==> src/hw/fdc_cmd_pkg.sv <==
// constants, types and behaviour list for the floppy seek/verify command block
//
// Behaviour
// relative seek: two command bytes, then count
// step count times; direction bit picks up/down
// track counter wider than eight bits
// verify takes two command bytes, seven parameters
// verify answers three status bytes, then CHRN
// verify reads sectors, checks CRC, sends nothing
// ID field errors set matching status bits
// data field errors set matching status bits
// after each sector, bump record, search again
// verify never stops early on error
// version query answers the version register
// hard reset loads version; soft keeps it
// version set stores byte, no answer
// lock answers lock flag in bit four
// lock shields fifo and precomp settings
// soft reset input; hard reset clears lock
// powerdown stores three bits, echoes them
// powerdown survives soft reset; drive reset clears
// FM, MFM, perpendicular 500K and 1M formats
// bits move most significant first
// sixteen bit CRC over marks and field
// missing-clock marks identify field types
// perpendicular 1M uses 41 byte gap two
package fdc_cmd_pkg;

  // ------------------------------------------------------------
  // timing
  // ------------------------------------------------------------
  localparam int CLK_PERIOD_NS = 50;
  localparam int STEP_UNIT_US = 500;
  localparam int STEP_UNIT_CYC = STEP_UNIT_US * 1000 / CLK_PERIOD_NS;
  localparam int STEP_PULSE_NS = 1000;
  localparam int STEP_PULSE_CYC = (STEP_PULSE_NS + CLK_PERIOD_NS - 1) / CLK_PERIOD_NS;
  localparam logic [4:0] STEP_RATE_SPAN = 5'h10;

  // ------------------------------------------------------------
  // command bytes and fields
  // ------------------------------------------------------------
  localparam logic [7:0] OP_RSEEK_MASK = 8'hBF;
  localparam logic [7:0] OP_RSEEK = 8'h8F;
  localparam logic [7:0] OP_VERIFY_MASK = 8'h1F;
  localparam logic [7:0] OP_VERIFY = 8'h16;
  localparam logic [7:0] OP_VERSION = 8'h10;
  localparam logic [7:0] OP_VERSION_SET_COMMAND = 8'h30;
  localparam logic [7:0] OP_LOCK_MASK = 8'h7F;
  localparam logic [7:0] OP_LOCK = 8'h14;
  localparam logic [7:0] OP_PDOWN = 8'h17;
  localparam logic [7:0] RES_INVALID = 8'h80;
  localparam logic [3:0] NPAR_RSEEK = 4'h2;
  localparam logic [3:0] NPAR_VERIFY = 4'h8;
  localparam logic [3:0] NPAR_ONE = 4'h1;
  localparam int DIR_BIT = 6;
  localparam int MT_BIT = 7;
  localparam int MFM_BIT = 6;
  localparam int SK_BIT = 5;
  localparam int EC_BIT = 7;
  localparam int HEAD_BIT = 2;
  localparam int LOCK_CMD_BIT = 7;
  localparam int LOCK_RES_BIT = 4;
  localparam logic [7:0] CYL_WILDCARD = 8'hFF;

  // error flag positions inside the accumulated error vector
  localparam int E_IC0 = 0;
  localparam int E_NR = 1;
  localparam int E_EN = 2;
  localparam int E_DE = 3;
  localparam int E_ND = 4;
  localparam int E_MA = 5;
  localparam int E_CM = 6;
  localparam int E_DD = 7;
  localparam int E_MD = 8;

  // ------------------------------------------------------------
  // track format
  // ------------------------------------------------------------
  localparam logic [7:0] MARK_SYNC_MFM = 8'hA1;
  localparam logic [7:0] MARK_ID = 8'hFE;
  localparam logic [7:0] MARK_DATA = 8'hFB;
  localparam logic [7:0] MARK_DELETED = 8'hF8;
  localparam logic [15:0] CRC_INIT = 16'hFFFF;
  localparam logic [15:0] CRC_POLY = 16'h1021;
  localparam logic [15:0] ID_FIELD_BYTES = 16'h0006;
  localparam logic [15:0] CRC_BYTES = 16'h0002;
  localparam logic [15:0] SECTOR_BASE = 16'h0080;
  localparam logic [5:0] GAP2_NORMAL = 6'd22;
  localparam logic [5:0] GAP2_PERP1M = 6'd41;
  localparam logic [1:0] RATE_500K = 2'b00;
  localparam logic [1:0] RATE_1M = 2'b11;

  // ------------------------------------------------------------
  // values after hardware reset
  // ------------------------------------------------------------
  localparam logic DFI_RST = 1'b1;
  localparam logic [3:0] FTH_RST = 4'h0;
  localparam logic [7:0] PTN_RST = 8'h00;
  localparam logic [2:0] PD_RST = 3'h0;
  localparam logic LOCK_RST = 1'b0;

  typedef enum logic [1:0] {
    FMT_FM = 2'h0,
    FMT_MFM = 2'h1,
    FMT_PERP500 = 2'h2,
    FMT_PERP1M = 2'h3
  } fmt_t;

  typedef enum logic [8:0] {
    S_IDLE = 9'h001,
    S_CMD = 9'h002,
    S_EXEC = 9'h004,
    S_SEEK = 9'h008,
    S_IDSRCH = 9'h010,
    S_IDRD = 9'h020,
    S_DSRCH = 9'h040,
    S_DRD = 9'h080,
    S_RES = 9'h100
  } state_t;

endpackage

==> src/hw/crc16_msb_first.sv <==
// sixteen bit field CRC, one byte per cycle, most significant bit first
module crc16_msb_first (
  // clock and reset
  input wire logic clk,
  input wire logic rst,
  // byte stream
  input wire logic start,
  input wire logic feed,
  input wire logic [7:0] dataIn,
  // check value
  output logic [15:0] crcNext
);
  import fdc_cmd_pkg::*;

  logic [15:0] crcR;
  logic [15:0] chain [0:8];

  // start reseeds so the first mark byte is already covered
  assign chain[0] = start ? CRC_INIT : crcR;

  // one stage per data bit, D7 enters first
  for (genvar i = 0; i < 8; i++) begin : g_bit
    assign chain[i+1] = {chain[i][14:0], 1'b0} ^
      ((chain[i][15] ^ dataIn[7-i]) ? CRC_POLY : 16'h0000);
  end

  assign crcNext = chain[8];

  // register only advances on a fed byte
  always_ff @(posedge clk) begin
    if (rst) begin
      crcR <= CRC_INIT;
    end else if (feed) begin
      crcR <= crcNext;
    end
  end

endmodule // crc16_msb_first

==> src/hw/fdc_seek_verify.sv <==
// command interpreter for relative seek, verify, version, lock and powerdown
module fdc_seek_verify #(
  parameter int TRACK_W = 10,
  parameter int STEP_UNIT = fdc_cmd_pkg::STEP_UNIT_CYC,
  parameter logic [7:0] VERSION_ID = 8'h5A // arbitrary identity value
) (
  // clock and reset
  input wire logic clk,
  input wire logic rst,
  // host byte port
  input wire logic [7:0] hostByte,
  input wire logic hostWrite,
  output logic hostReady,
  output logic [7:0] resultByte,
  output logic resultValid,
  input wire logic hostRead,
  output logic cmdBusy,
  // resets and settings from the rest of the controller
  input wire logic softReset,
  input wire logic resetDrive,
  input wire logic cfgLoad,
  input wire logic cfgFifoDisable,
  input wire logic [3:0] cfgThreshold,
  input wire logic [7:0] cfgPrecompTrack,
  input wire logic [3:0] stepRateCode,
  input wire logic perpEnable,
  input wire logic [1:0] dataRate,
  // held settings
  output logic lockFlag,
  output logic fifoDisable,
  output logic [3:0] fifoThreshold,
  output logic [7:0] precompStartTrack,
  output logic featureBit,
  output logic minimumDelayBit,
  output logic autoPowerdownBit,
  output fdc_cmd_pkg::fmt_t trackFormat,
  output logic [5:0] gap2Length,
  // drive side
  input wire logic driveReady,
  input wire logic trackZero,
  input wire logic indexPulse,
  input wire logic [7:0] rdByte,
  input wire logic rdValid,
  input wire logic rdMark,
  output logic stepPulse,
  output logic stepDir,
  output logic [1:0] driveSelect,
  output logic headSelect,
  output logic seekDone,
  output logic [TRACK_W-1:0] currentTrack
);
  import fdc_cmd_pkg::*;

  // --------------------
  // declarations
  // --------------------
  state_t stateR, stateNxt;
  logic [7:0] cmdR;
  logic [7:0] parR [0:7];
  logic [3:0] parIdx;
  logic [7:0] verR;
  logic [2:0] pdR;
  logic mtR, mfmR, skR, ecR, dirR, curHeadR;
  logic [1:0] unitR;
  logic [7:0] stepsR, cylR, hdR, recR, sizeR, eotR, dtlR, doneCnt;
  logic [8:0] errR, errSet, errNxt;
  logic [15:0] unitCnt, byteCnt;
  logic [4:0] periodCnt;
  logic [7:0] pulseCnt;
  logic [1:0] idxR;
  logic idSeenR, syncR, mismR, seekDoneR;
  logic [7:0] resBuf [0:6];
  logic [7:0] resIn [0:6];
  logic [2:0] resCnt;
  logic [TRACK_W-1:0] trackR [0:3];
  logic [15:0] crcNext;
  fmt_t fmtR;
  logic [5:0] gapR;

  // --------------------
  // command decode
  // --------------------
  // first byte is decoded straight off the bus, later from the latch
  wire [7:0] decByte = (stateR == S_IDLE) ? hostByte : cmdR;
  wire isRel = (decByte & OP_RSEEK_MASK) == OP_RSEEK;
  wire isVerify = (decByte & OP_VERIFY_MASK) == OP_VERIFY;
  wire isVersion = decByte == OP_VERSION;
  wire isVerset = decByte == OP_VERSION_SET_COMMAND;
  wire isLock = (decByte & OP_LOCK_MASK) == OP_LOCK;
  wire isPdown = decByte == OP_PDOWN;
  wire [3:0] needCnt = isRel ? NPAR_RSEEK : isVerify ? NPAR_VERIFY :
    (isVerset || isPdown) ? NPAR_ONE : 4'h0;

  wire inExec = stateR == S_EXEC;
  wire execRel = inExec && isRel;
  wire execVerify = inExec && isVerify;
  wire execLock = inExec && isLock;
  wire execPd = inExec && isPdown;

  // --------------------
  // step timing
  // --------------------
  // half-millisecond tick; step period is sixteen minus the rate code
  wire unitTick = unitCnt == 16'(STEP_UNIT - 1);
  wire [4:0] stepPeriod = STEP_RATE_SPAN - {1'b0, stepRateCode};
  wire periodDone = unitTick && (periodCnt == stepPeriod - 5'h01);
  wire blockedOut = !dirR && trackZero;
  wire stepFire = (stateR == S_SEEK) && periodDone && stepsR != 8'h00 &&
    driveReady && !blockedOut;
  // one quiet period after the last step before the seek ends
  wire seekEnd = (stateR == S_SEEK) && periodDone && !stepFire;

  // --------------------
  // track stream decode
  // --------------------
  wire fm = !mfmR;
  wire inSearch = stateR == S_IDSRCH || stateR == S_DSRCH;
  wire inRead = stateR == S_IDRD || stateR == S_DRD;
  // FM marks are single missing-clock bytes, MFM marks follow A1 syncs
  wire crcStart = inSearch && rdValid && rdMark && !syncR &&
    (fm || rdByte == MARK_SYNC_MFM);
  wire typeValid = inSearch && rdValid &&
    (fm ? rdMark : (syncR && !rdMark));
  wire crcFeed = rdValid && (crcStart || (inSearch && syncR) || inRead);
  wire isIdType = typeValid && rdByte == MARK_ID;
  wire isDataType = typeValid && rdByte == MARK_DATA;
  wire isDelType = typeValid && rdByte == MARK_DELETED;

  // --------------------
  // field lengths and ID compare
  // --------------------
  wire [15:0] sectorBytes = (sizeR == 8'h00) ? {8'h00, dtlR} :
    (SECTOR_BASE << sizeR[2:0]);
  wire [15:0] fieldLen = (stateR == S_IDRD) ? ID_FIELD_BYTES : sectorBytes + CRC_BYTES;
  wire lastByte = inRead && rdValid && byteCnt == fieldLen - 16'h0001;
  wire [7:0] wantByte = (byteCnt[1:0] == 2'h0) ? cylR :
    (byteCnt[1:0] == 2'h1) ? hdR : (byteCnt[1:0] == 2'h2) ? recR : sizeR;
  wire cylWild = byteCnt[1:0] == 2'h0 && cylR == CYL_WILDCARD;
  wire mismNow = (stateR == S_IDRD) && rdValid && byteCnt < 16'h0004 &&
    !cylWild && rdByte != wantByte;
  wire crcBad = crcNext != 16'h0000;
  wire idGood = !crcBad && !mismR && !mismNow;

  // --------------------
  // sector outcome
  // --------------------
  wire idMiss = (stateR == S_IDSRCH) && indexPulse && idxR == 2'h1;
  wire dataMiss = (stateR == S_DSRCH) &&
    ((typeValid && !isDataType && !isDelType) || indexPulse);
  wire skipDel = (stateR == S_DSRCH) && isDelType && skR;
  wire dataStart = (stateR == S_DSRCH) && (isDataType || (isDelType && !skR));
  wire dataDone = (stateR == S_DRD) && lastByte;
  // every sector closes through here, good or bad
  wire sectorEnd = idMiss || dataMiss || skipDel || dataDone;
  wire lastRec = recR == eotR;
  wire headSwap = mtR && !curHeadR;
  wire countHit = doneCnt + 8'h01 == dtlR;
  wire trackEnd = lastRec && !headSwap;
  wire finishNow = ecR ? (countHit || trackEnd) : trackEnd;
  wire incomplete = ecR && trackEnd && !countHit;
  wire verifyDone = sectorEnd && finishNow;

  // --------------------
  // error accumulation
  // --------------------
  // flags pile up over one verify and are cleared as it starts; which sector failed is not kept
  always_comb begin
    errSet = 9'h000;
    errSet[E_IC0] = (execVerify && !driveReady) || (idMiss && !idSeenR) ||
      dataMiss || (sectorEnd && incomplete && finishNow);
    errSet[E_NR] = execVerify && !driveReady;
    errSet[E_MA] = (idMiss && !idSeenR) || dataMiss;
    errSet[E_ND] = idMiss && idSeenR;
    errSet[E_DE] = inRead && lastByte && crcBad;
    errSet[E_DD] = dataDone && crcBad;
    errSet[E_MD] = dataMiss;
    errSet[E_CM] = isDelType && (stateR == S_DSRCH);
    errSet[E_EN] = sectorEnd && incomplete && finishNow;
  end

  assign errNxt = execVerify ? errSet : (errR | errSet);

  // --------------------
  // state machine
  // --------------------
  always_comb begin
    stateNxt = stateR;
    case (stateR)
      S_IDLE: if (hostWrite) stateNxt = (needCnt == 4'h0) ? S_EXEC : S_CMD;
      S_CMD: if (hostWrite && parIdx == needCnt - 4'h1) stateNxt = S_EXEC;
      S_EXEC: begin
        if (isRel) stateNxt = S_SEEK;
        else if (isVerify) stateNxt = driveReady ? S_IDSRCH : S_RES;
        else if (isVerset) stateNxt = S_IDLE;
        else stateNxt = S_RES;
      end
      S_SEEK: if (seekEnd) stateNxt = S_IDLE;
      S_IDSRCH: begin
        if (verifyDone) stateNxt = S_RES;
        else if (isIdType) stateNxt = S_IDRD;
      end
      S_IDRD: if (lastByte) stateNxt = idGood ? S_DSRCH : S_IDSRCH;
      S_DSRCH: begin
        if (verifyDone) stateNxt = S_RES;
        else if (dataStart) stateNxt = S_DRD;
        else if (sectorEnd) stateNxt = S_IDSRCH;
      end
      S_DRD: begin
        if (verifyDone) stateNxt = S_RES;
        else if (lastByte) stateNxt = S_IDSRCH;
      end
      S_RES: if (hostRead && resCnt == 3'h1) stateNxt = S_IDLE;
      default: stateNxt = S_IDLE;
    endcase
    if (softReset) stateNxt = S_IDLE;
  end

  always_ff @(posedge clk) begin
    if (rst) stateR <= S_IDLE;
    else stateR <= stateNxt;
  end

  // command and parameter capture
  always_ff @(posedge clk) begin
    if (rst) begin
      cmdR <= 8'h00;
      parIdx <= 4'h0;
    end else if (stateR == S_IDLE && hostWrite) begin
      cmdR <= hostByte;
      parIdx <= 4'h0;
    end else if (stateR == S_CMD && hostWrite) begin
      parIdx <= parIdx + 4'h1;
    end
  end

  for (genvar p = 0; p < 8; p++) begin : g_par
    always_ff @(posedge clk) begin
      if (rst) parR[p] <= 8'h00;
      else if (stateR == S_CMD && hostWrite && parIdx == 4'(p)) parR[p] <= hostByte;
    end
  end

  // --------------------
  // seek and step pulse
  // --------------------
  always_ff @(posedge clk) begin
    if (rst || unitTick) unitCnt <= 16'h0000;
    else unitCnt <= unitCnt + 16'h0001;
  end

  always_ff @(posedge clk) begin
    if (rst || stateR != S_SEEK || periodDone) periodCnt <= 5'h00;
    else if (unitTick) periodCnt <= periodCnt + 5'h01;
  end

  // pulse width is stretched so the drive sees a clean edge
  always_ff @(posedge clk) begin
    if (rst) pulseCnt <= 8'h00;
    else if (stepFire) pulseCnt <= 8'(STEP_PULSE_CYC);
    else if (pulseCnt != 8'h00) pulseCnt <= pulseCnt - 8'h01;
  end

  // relative count, so the head can pass track 255
  for (genvar d = 0; d < 4; d++) begin : g_track
    always_ff @(posedge clk) begin
      if (rst) begin
        trackR[d] <= '0;
      end else if (stepFire && unitR == 2'(d)) begin
        if (dirR) trackR[d] <= trackR[d] + 1'b1;
        else if (trackR[d] != '0) trackR[d] <= trackR[d] - 1'b1;
      end
    end
  end

  always_ff @(posedge clk) begin
    if (rst) begin
      dirR <= 1'b0;
      stepsR <= 8'h00;
      seekDoneR <= 1'b0;
      currentTrack <= '0;
    end else begin
      seekDoneR <= seekEnd;
      currentTrack <= trackR[unitR];
      if (execRel) begin
        dirR <= cmdR[DIR_BIT];
        stepsR <= parR[1];
      end else if (stepFire) begin
        stepsR <= stepsR - 8'h01;
      end
    end
  end

  // --------------------
  // verify sector walk
  // --------------------
  always_ff @(posedge clk) begin
    if (rst) begin
      {mtR, mfmR, skR, ecR, curHeadR, unitR} <= 7'h20; // MFM until told otherwise
      {cylR, hdR, recR, sizeR, eotR, dtlR, doneCnt} <= 56'h0;
      errR <= 9'h000;
    end else begin
      errR <= errNxt;
      if (execRel) unitR <= parR[0][1:0];
      if (execVerify) begin
        mtR <= cmdR[MT_BIT];
        mfmR <= cmdR[MFM_BIT];
        skR <= cmdR[SK_BIT];
        ecR <= parR[0][EC_BIT];
        curHeadR <= parR[0][HEAD_BIT];
        unitR <= parR[0][1:0];
        {cylR, hdR, recR, sizeR, eotR} <= {parR[1], parR[2], parR[3], parR[4], parR[5]};
        dtlR <= parR[7];
        doneCnt <= 8'h00;
      end else if (sectorEnd && !finishNow) begin
        doneCnt <= doneCnt + 8'h01;
        if (lastRec) begin
          curHeadR <= 1'b1;
          hdR <= 8'h01;
          recR <= 8'h01;
        end else begin
          recR <= recR + 8'h01;
        end
      end
    end
  end

  // search bookkeeping: revolutions, sync, byte count, ID compare
  always_ff @(posedge clk) begin
    if (rst || execVerify || sectorEnd) begin
      idxR <= 2'h0;
      idSeenR <= 1'b0;
    end else begin
      if (inSearch && indexPulse && idxR != 2'h2) idxR <= idxR + 2'h1;
      if (isIdType) idSeenR <= 1'b1;
    end
  end

  always_ff @(posedge clk) begin
    if (rst || !inSearch || typeValid) syncR <= 1'b0;
    else if (crcStart && !fm) syncR <= 1'b1;
  end

  always_ff @(posedge clk) begin
    if (rst || !inRead || lastByte) byteCnt <= 16'h0000;
    else if (rdValid) byteCnt <= byteCnt + 16'h0001;
  end

  always_ff @(posedge clk) begin
    if (rst || stateR != S_IDRD) mismR <= 1'b0;
    else if (mismNow) mismR <= 1'b1;
  end

  // residue of zero after the stored CRC means the field is good
  crc16_msb_first u_crc (
    .clk(clk),
    .rst(rst),
    .start(crcStart),
    .feed(crcFeed),
    .dataIn(rdByte),
    .crcNext(crcNext)
  );

  // --------------------
  // settings registers
  // --------------------
  always_ff @(posedge clk) begin
    if (rst) begin
      verR <= VERSION_ID;
      lockFlag <= LOCK_RST;
      pdR <= PD_RST;
    end else begin
      if (inExec && isVerset) verR <= parR[0];
      if (execLock) lockFlag <= cmdR[LOCK_CMD_BIT];
      if (resetDrive) pdR <= PD_RST;
      else if (execPd) pdR <= parR[0][2:0];
    end
  end

  // soft reset only reaches these while unlocked
  always_ff @(posedge clk) begin
    if (rst || (softReset && !lockFlag)) begin
      fifoDisable <= DFI_RST;
      fifoThreshold <= FTH_RST;
      precompStartTrack <= PTN_RST;
    end else if (cfgLoad) begin
      fifoDisable <= cfgFifoDisable;
      fifoThreshold <= cfgThreshold;
      precompStartTrack <= cfgPrecompTrack;
    end
  end

  // perpendicular formats only once enabled, and only at 500K or 1M
  always_ff @(posedge clk) begin
    if (rst) begin
      fmtR <= FMT_MFM;
      gapR <= GAP2_NORMAL;
    end else begin
      if (!mfmR) fmtR <= FMT_FM;
      else if (perpEnable && dataRate == RATE_1M) fmtR <= FMT_PERP1M;
      else if (perpEnable && dataRate == RATE_500K) fmtR <= FMT_PERP500;
      else fmtR <= FMT_MFM;
      gapR <= (mfmR && perpEnable && dataRate == RATE_1M) ? GAP2_PERP1M : GAP2_NORMAL;
    end
  end

  // --------------------
  // result buffer
  // --------------------
  wire [7:0] oneByte = isVersion ? verR :
    isLock ? 8'(cmdR[LOCK_CMD_BIT]) << LOCK_RES_BIT :
    isPdown ? {5'h00, parR[0][2:0]} : RES_INVALID;
  wire loadRes = (inExec && !isRel && !isVerset && !(isVerify && driveReady)) ||
    verifyDone;

  // a not-ready verify answers in the execute cycle, before the walk registers load
  wire headRes = inExec ? parR[0][HEAD_BIT] : curHeadR;
  wire [1:0] unitRes = inExec ? parR[0][1:0] : unitR;

  // status bytes first, then cylinder, head, record, size
  assign resIn[0] = isVerify ? {1'b0, errNxt[E_IC0], 2'h0, errNxt[E_NR], headRes, unitRes}
    : oneByte;
  assign resIn[1] = {errNxt[E_EN], 1'b0, errNxt[E_DE], 2'h0, errNxt[E_ND], 1'b0,
    errNxt[E_MA]};
  assign resIn[2] = {1'b0, errNxt[E_CM], errNxt[E_DD], 4'h0, errNxt[E_MD]};
  assign resIn[3] = inExec ? parR[1] : cylR;
  assign resIn[4] = inExec ? parR[2] : hdR;
  assign resIn[5] = inExec ? parR[3] : recR;
  assign resIn[6] = inExec ? parR[4] : sizeR;

  for (genvar r = 0; r < 7; r++) begin : g_res
    always_ff @(posedge clk) begin
      if (rst) resBuf[r] <= 8'h00;
      else if (loadRes) resBuf[r] <= resIn[r];
      else if (stateR == S_RES && hostRead) resBuf[r] <= (r == 6) ? 8'h00 : resBuf[(r+1)%7];
    end
  end

  always_ff @(posedge clk) begin
    if (rst) resCnt <= 3'h0;
    else if (loadRes) resCnt <= isVerify ? 3'h7 : 3'h1;
    else if (stateR == S_RES && hostRead) resCnt <= resCnt - 3'h1;
  end

  // --------------------
  // outputs
  // --------------------
  assign hostReady = stateR == S_IDLE || stateR == S_CMD;
  assign resultValid = stateR == S_RES;
  assign cmdBusy = stateR != S_IDLE;
  assign resultByte = resBuf[0];
  assign featureBit = pdR[2];
  assign minimumDelayBit = pdR[1];
  assign autoPowerdownBit = pdR[0];
  assign trackFormat = fmtR;
  assign gap2Length = gapR;
  assign stepPulse = pulseCnt != 8'h00;
  assign stepDir = dirR;
  assign driveSelect = unitR;
  assign headSelect = curHeadR;
  assign seekDone = seekDoneR;

endmodule // fdc_seek_verify

==> config.mk <==
export PLATFORM = sky130hd
export DESIGN_NAME = fdc_seek_verify
export DESIGN_NICKNAME = d
export VERILOG_FILES = /design/src/hw/fdc_cmd_pkg.sv /design/src/hw/crc16_msb_first.sv /design/src/hw/fdc_seek_verify.sv
export SDC_FILE = /design/constraint.sdc
export NUM_CORES = 1
export LEC_CHECK = 0
export BUFFER_PORTS_ARGS = -buffer_cell sky130_fd_sc_hd__buf_2
export CORE_UTILIZATION = 35
export DETAILED_ROUTE_END_ITERATION = 8
export PLACE_DENSITY_LB_ADDON = 0.3
export SLEW_MARGIN = 10
export SYNTH_ARGS = -nofsm -noshare
export SYNTH_HDL_FRONTEND = slang
export SYNTH_SLANG_ARGS = --single-unit
==> constraint.sdc <==
create_clock -name clk -period 6.8 [get_ports clk]
set_input_delay 0.68 -clock clk [delete_from_list [all_inputs] [get_ports clk]]
set_output_delay 0.68 -clock clk [all_outputs]
set_load 0.01 [all_outputs]
==> summary by stage, run 1 <==
Outcome
The flow ran to the end, and the final reports show no timing, DRC or antenna violations.

Timing
The worst max-slew margin expressed relative to the limit is approximately 17%. The maximum achievable frequency is 0.1709 GHz. The final critical-path required period is 5853 ps. The minimum hold slack is between 300 and 400 ps. The max-slew violation total from the final report came to 0. The final critical path takes up approximately 86% of the cycle. The measured slew at the worst slew-check pin is ~1200 ps. The total negative slack is 0 ps. The clock tree skew after final layout is approximately 30 ps.

The count of endpoints failing hold in the final timing report was 0. Setup repair after global routing left no endpoint under its margin. The number of failing setup endpoints in the final timing report is 0.

Global routing
The first global-routing pass estimated 88300 µm of wire. The initial antenna violation count is 5. The remaining global-route overflow is 0. The global-route usage over all layers is between 10% and 20%.

The maximum number of pins on one net before global-route repair is roughly 80. The via count of the first global-routing pass was 15790.

Worst setup path
The arrival time of data at the critical path endpoint is roughly 6200 ps. In this design, the stage delay of the slowest critical-path cell is roughly 760 ps. The largest fanout on the critical path is 30. The worst register-to-register path ends at resBuf[1][14]$_DFFE_PP_.

The number of buffers and inverters on the critical path is 0. The library cell contributing the largest single delay on the critical path is nand2_1. The critical path in this run is classified as flop to flop.

Walking the worst path, the cells encountered are or3_1 -> or3_1 -> nor2_1 -> ha_1 -> or3b_2 -> nor4_1 -> a21boi_0 -> a211o_1 -> a2111oi_2 -> and3b_1 -> nand4_1 -> nand2_1 -> nand2_1 -> o21ai_0. The sort of element at the end of the critical path is a flop. The element type at the critical path start is a flop.

The number of cells traversed by the worst register-to-register path is 14. Broken down by cell family, the worst path's largest delay share belongs to simple AND/OR/NAND/NOR gates. Data on the critical path is required at its endpoint by approximately 7200 ps.

In this run the register-to-register setup slack is around 950 ps. The reg-to-reg critical path startpoint is sizeR[1]$_SDFFE_PP0P_.

Power
Of the total power, the clock network draws ~44%. Summed over all nets, the switching power comes to approximately 1.3 mW. Internal power comes to about 3.8 mW. The peak supply drop is between 150 and 200 µV.

Summing internal, switching and leakage power gives ~5 mW. The total power per unit cell area is 229.6 nW/µm². The sequential fraction of design power is ~48%. Net switching is 24.80% of the power. The combinational share of power is approximately 7.9%.

The analysis attributes to cell leakage a power of 8.251 nW.

Clock network
The number of hold buffers added after CTS is 0. The clock net in this run drives a total of ~360 sinks. The clock buffer count from CTS is 41. The clock latency on the worst-skew pair is slightly below 600 ps. The post-CTS setup buffer count is 0. The number of gates resized after cts is 0. The tree is rooted in a clkbuf_16.

The clock-pin slew on the worst setup and hold paths is around 70 ps. The H-tree generated during clock tree synthesis spans 2 levels. The CTS tree is built. The clock passes through at most 3 buffers.

Drt
Wires add up to between 50000 and 60000 µm. The violation count after the first detailed-route iteration is approximately 1300. The first detailed-routing pass took 5 iterations.

The average wire length per cell after detail routing is roughly 19 µm. The number of DRC violations after detailed routing is 0. The count of nets left with antenna violations once routing finished came out at 0. Dividing the detail-routed via count by the number of cells gives about 5.5. The number of vias after detailed routing is roughly 16000.

Synth
The primary flip-flop cell chosen by synthesis mapping is dfxtp_1. The dominant cell by count in the synthesized netlist is nand2_1. Counting instances in the post-synthesis netlist gives the leading cell types as nand2_1 (307), dfxtp_1 (211), nor2_1 (209), edfxtp_1 (152), clkbuf_1 (126). During synthesis, Yosys emitted a total of 0 warnings. The post-synth net total is 2262. In this run the cell area of the synthesized design comes to around 20000 µm². The cell taking the most area after synthesis is edfxtp_1.

Yosys attributes the largest share of cell area to edfxtp_1 (23%), dfxtp_1 (21%), nand2_1 (5.9%). The number of unique standard cell types used by synthesis is approximately 90. For this run, asynchronously set or reset flops after synthesis account for 0%.

The part of the Yosys area used for sequential elements is about 45%. The top cell type by area accounts for between 20% and 30% of the synthesized area. The post-synthesis area per instance is 9.027 µm². The number of instances in the synthesized netlist is approximately 2200. Counting flops and latches in the post-synthesis netlist gives between 300 and 400. The count of flip-flops with a built-in enable after synthesis is 152.

Floorplan
The floorplan step defined a die boundary enclosing 57100 µm². In this run the standard cell core region covers approximately 55000 µm². Measured along the y axis, the die boundary spans 239.0 µm.

The number of top-level pins is 100. The horizontal die dimension is ~240 µm. The floorplan has 86 rows.

The initial utilization of the core area, before any placement, comes to about 36%.

Placement
The count of buffers inserted at the top-level ports is a little under 100. The congestion estimate from routability-driven global placement came to between 0.8 and 0.9. The total half-perimeter wirelength after legalization and detailed placement is roughly 40000 µm.

Worst hold path
The worst hold path terminates at pdR[2]$_SDFFE_PP0P_. The type of the tightest min-delay check is input pin to flop. The number of cells traversed by the worst hold path is 2. The startpoint of the lowest-slack hold path is resetDrive.

Final layout
The final net count is around 2300. The share of final-layout standard cells stronger than drive strength 1 is 10.01%. Fill cells in the final layout number between 5000 and 6000.

The final cell utilization of the core is 39.77%. The layout overhead on the synthesized area is 11.94%.

Run
Max-cap violations in this run came to 0.
-- layout make-up --
type	instances	area, µm²	share of cell area, %
Timing Repair Buffer	117	633.1	2.878
Multi-Input combinational cell	1607	10080	45.83
Inverter	55	206.4	0.9385
Tap cell	748	935.9	4.254
Clock inverter	17	186.4	0.8475
Antenna cell	1	2.502	0.01138
Clock buffer	59	1164	5.290
Sequential cell	363	8788	39.95
-- logic make-up after synthesis --
group / Yosys count / share of synthesized area, %
xor+xnor: 170 / 7.723
flops: 363 / 44.72
compound gates: 397 / 13.53
buf+inv: 207 / 4.215
fa+ha+maj: 37 / 2.394
simple gates: 934 / 23.24
mux: 69 / 4.176
-- registers in the layout, summed over array words and instances, names as in the netlist, 9 cells and up --
| signal | count |
|---|---|
| trackR | 40 |
| unitCnt | 16 |
| u_crc.crcR | 16 |
| errR | 9 |
| resBuf | 56 |
| byteCnt | 16 |
| stateR | 9 |
| currentTrack | 10 |
| parR | 56 |
-- per-stage QoR --
stage	cells	setup slack, ps	cell area [µm²]
final	2967	947.0	22000
after global routing	2967	498.1	22000
after CTS	2966	1057	21980
after detailed placement	2890	1055	20630
after global placement	2890	1196	20630
after floorplan	2177	1385	19650
-- power groups by stage --
stage | clock (mW) | sequential [mW] | combinational, mW
after floorplan | 0 | 2.43 | 0.285
after global placement | 0 | 2.45 | 0.382
after detailed placement | 0 | 2.46 | 0.394
after CTS | 2.30 | 2.41 | 0.397
after global routing | 2.37 | 2.42 | 0.442
final | 2.24 | 2.41 | 0.399
-- routing by layer --
metal  wire, µm  track usage [%]
met1      25470            26.97
met5         23                0
met4       1101            5.478
met2      25650            31.43
met3       3885            3.383
-- worst register-to-register path: cells and delay by family, from the launching register on --
family	cells	cell delay (ps)
simple gates	9	3610
compound gates	4	1300
flops	1	490
fa+ha+maj	1	250
-- cell usage in the layout, fill, tap and decap left out, drive strengths merged, types with 27 or more instances in the layout --
master / n
nand2: 307
edfxtp: 152
or3: 29
and3: 98
xor2: 65
dfxtp: 211
clkbuf: 59
mux2i: 55
inv: 58
nor2: 209
o211ai: 27
nand3: 59
buf: 117
xnor2: 103
nor4: 31
ha: 36
a21oi: 118
nor3: 54
o21ai: 75
-- how the worst max path moves through the flow --
stage / from / end / slack, ps / cells past startpoint
detailed placement: sizeR[4]$_SDFFE_PP0P_ / resBuf[1][11]$_DFFE_PP_ / 1060 / 14
floorplan: sizeR[4]$_SDFFE_PP0P_ / resBuf[0][0]$_DFFE_PP_ / 1380 / 16
global route: sizeR[1]$_SDFFE_PP0P_ / resBuf[0][25]$_DFFE_PP_ / 500 / 14
global placement: sizeR[4]$_SDFFE_PP0P_ / resBuf[0][1]$_DFFE_PP_ / 1200 / 14
CTS: sizeR[4]$_SDFFE_PP0P_ / resBuf[1][14]$_DFFE_PP_ / 1060 / 14
finish: sizeR[1]$_SDFFE_PP0P_ / resBuf[1][14]$_DFFE_PP_ / 950 / 14
No activity file was read; power rests on OpenSTA's default activity.
==> run 2: changes to the inputs <==
- CORE_MARGIN: not set -> 2
- clock period: 6.8 -> 5.3 ns (I/O delays scaled with it)
==> run 2 against run 1 <==
Net effect: largest power group unchanged; critical path type unchanged; sequential power is 28% higher; sequential share of layout area is 0.32 points lower; critical endpoint is now recR[5]$_SDFFE_PP0P_; power is 29% higher; hold slack worse by 150 ps; clock skew is 14 ps lower; sequential cell count stayed put; clock-buffer cell count is 6 higher.
==> summary by stage, run 2 (synthesized netlist as in run 1, its figures left out) <==
Outcome
The flow ran to the end, and the final reports show no timing, DRC or antenna violations.

Clock network
The number of gates resized after cts is 0 (unchanged). The clock latency on the worst-skew pair was 580 ps (about the same). The number of H-tree levels is 2 (unchanged). The clock-pin slew on the worst setup and hold paths is 60 ps (about the same). The deepest clock path buffer count is 3 (unchanged). The cell sitting at the root of the clock tree is a clkbuf_16. The clock buffer count from CTS is 42 (+2.4%). The number of hold buffers added after CTS is 0 (unchanged). The post-CTS setup buffer count was 0 (unchanged). The count of clock tree sinks is 363 (unchanged). The CTS tree is built.

Worst hold path
In this run the worst hold path is classified as input pin to flop. The worst hold path begins at resetDrive.

Timing
The setup slack after layout is 335.7 ps (-611.3 ps). The final clock period utilization by the worst path was 93.67% (+7.6 points). The worst max-slew margin expressed relative to the limit came to 35.92% (+19 points). The final critical-path required period was 4964 ps (-888.7 ps). The maximum achievable frequency was 0.2014 GHz (+18%).

The total negative slack is 0 ps (unchanged). The minimum hold slack came to 155.1 ps (-149.3 ps). The max-slew violation total from the final report is 0 (unchanged). The number of failing setup endpoints in the final timing report came to 0 (unchanged). The clock tree skew after final layout came to 15.60 ps (-13.98 ps).

The measured slew at the worst slew-check pin was 954.8 ps (-274.8 ps). The count of endpoints failing hold in the final timing report is 0 (unchanged). Setup repair after global routing left no endpoint under its margin.

Drt
The highest layer used for signal routing is met5. The average wire length per cell after detail routing came to 18.79 µm (-0.69%). The met3 wire length is 3695 µm (-4.9%). The total met2 wirelength after detailed routing is 25320 µm (-1.3%). The number of vias after detailed routing was 16390 (-0.049%).

The residual antenna-violating net count after detailed routing is 0 (unchanged). The number of DRC violations after detailed routing is 0 (unchanged). The violation count after the first detailed-route iteration is 1347 (+3.9%).

The detailed-route wire length on metal 1 is 26020 µm (+2.2%). The detailed-router iteration count before antenna repair came to 5 (unchanged). The mean number of vias per cell is 5.486 (-0.75%). The total wire length after detailed routing is 56140 µm (about the same).

Global routing
The via count of the first global-routing pass is 15680 (-0.75%). The maximum number of pins on one net before global-route repair is 52 (-33%). The initial antenna violation count came to 2 (-3). The remaining global-route overflow is 0 (unchanged). The global-route wire length before repair is 87950 µm (-0.40%). The global-route usage over all layers came to 19.24% (-0.35 points).

Placement
The worst setup slack before clock tree synthesis was 279.0 ps (-776.4 ps). The count of buffers inserted at the top-level ports was 99 (unchanged). The total half-perimeter wirelength after legalization and detailed placement came to 39690 µm (+0.71%).

The global placement routability congestion is 0.8497 (-3.3%). The post-place instance area is 20790 µm² (+0.79%).

Worst setup path
The arrival time of data at the critical path endpoint is 5440 ps (-800 ps). The reg-to-reg critical path startpoint is sizeR[4]$_SDFFE_PP0P_. The largest fanout on the critical path is 19 (-37%). The startpoint-to-endpoint class of the critical path is flop to flop. STA classifies the critical path startpoint as a flop.

STA classifies the critical path endpoint as a flop. The required time of the critical path is 5780 ps (-1410 ps). Tracing the worst setup path back leads to its startpoint at sizeR[4]$_SDFFE_PP0P_.

Final layout
The antenna diode instance count is 0 (-1). In the layout the commonest cells are nand2_1 (306), dfxtp_1 (211), nor2_1 (207). The share of final-layout standard cells stronger than drive strength 1 was 10.76% (+0.75 points). The layout overhead on the synthesized area is 12.83%.

The final net count is 2291 (+0.93%). The number of filler instances in the final layout came to 5514 (-1.1%). The final cell utilization of the core is 40.09% (+0.32 points).

The largest registers in the layout are parR: 56 flops, resBuf: 56 flops, trackR: 40 flops. The design area is 22170 µm² (+0.80%). The library cell used most frequently in the layout, excluding fill and tap cells, is nand2_1.

Floorplan
The die height came to 241.0 µm (+0.84%). The initial standard-cell utilization of the core came to 35.53% (unchanged). The area of the die is 58060 µm² (+1.7%). The horizontal die dimension is 241.0 µm (+0.84%).

The core box area is 55310 µm² (unchanged). The number of top-level pins is 100 (unchanged). The number of standard-cell rows in the floorplan came to 86 (unchanged).

Run
The number of maximum-capacitance violations was 0 (unchanged).

Power
The total power per unit cell area is 293.0 nW/µm² (+28%). The peak supply drop came to 247.0 µV (+56%). The leakage power total is 8.358 nW (+1.3%).
run 2: cell types whose count changed in the layout (fill, tap and decap cells not counted), moves of 2 or more:
cell / previous run / this run
buf_4: 19 / 38
clkbuf_1: 11 / 15
clkbuf_16: 41 / 44
clkbuf_8: 7 / 5
clkinv_8: 2 / 0
run 2: per-stage QoR:
stage          instances  total power [mW]
2_1_floorplan       2177             3.483
3_3_place_gp        2910             3.646
3_5_place_dp        2910             3.659
4_1_cts             2988             6.558
5_1_grt             2988             6.748
6_report            2988             6.498
run 2: layer usage:
metal  track usage, %  up-vias
met1            27.38     7994
met5                0        -
met3            3.706       85
li1                 -     7834
met2            29.98      476
met4            4.676        4
run 2: worst max-delay path, cell delays in order, from the launching register on:
cell and delay [ps]:
dfxtp_1 330, or4_1 610, or3_1 450, nor2_1 130, ha_1 260, or3b_2 490
nor4_2 190, nand3_1 110, a311oi_1 290, mux2_2 400, a21o_1 200, nor4_4 390
o21ai_4 210, or4b_1 550, a311oi_1 250
run 2: area by class of cell:
cell class / count / area [µm²] / area share, %
clock inverter: 13 / 132.6 / 0.5981
clock buffer: 65 / 1234 / 5.564
multi-input combinational: 1607 / 10080 / 45.46
timing repair buffer: 137 / 795.8 / 3.589
sequential: 363 / 8788 / 39.63
inverter: 55 / 206.4 / 0.9310
tap: 748 / 935.9 / 4.221
run 2: worst paths after layout:
| kind | to | slack, ps | cells past startpoint |
|---|---|---|---|
| max | recR[5]$_SDFFE_PP0P_ | 340 | 14 |
| min | pdR[1]$_SDFFE_PP0P_ | 160 | 2 |
| min reg2reg | unitCnt[0]$_SDFF_PP0_ | 460 | 1 |
| max reg2reg | recR[5]$_SDFFE_PP0P_ | 340 | 14 |
run 2: power breakdown:
group | internal, mW | switching, mW
clock | 1.71 | 1.19
combinational | 0.191 | 0.319
sequential | 3.00 | 0.0880
total | 4.90 | 1.59
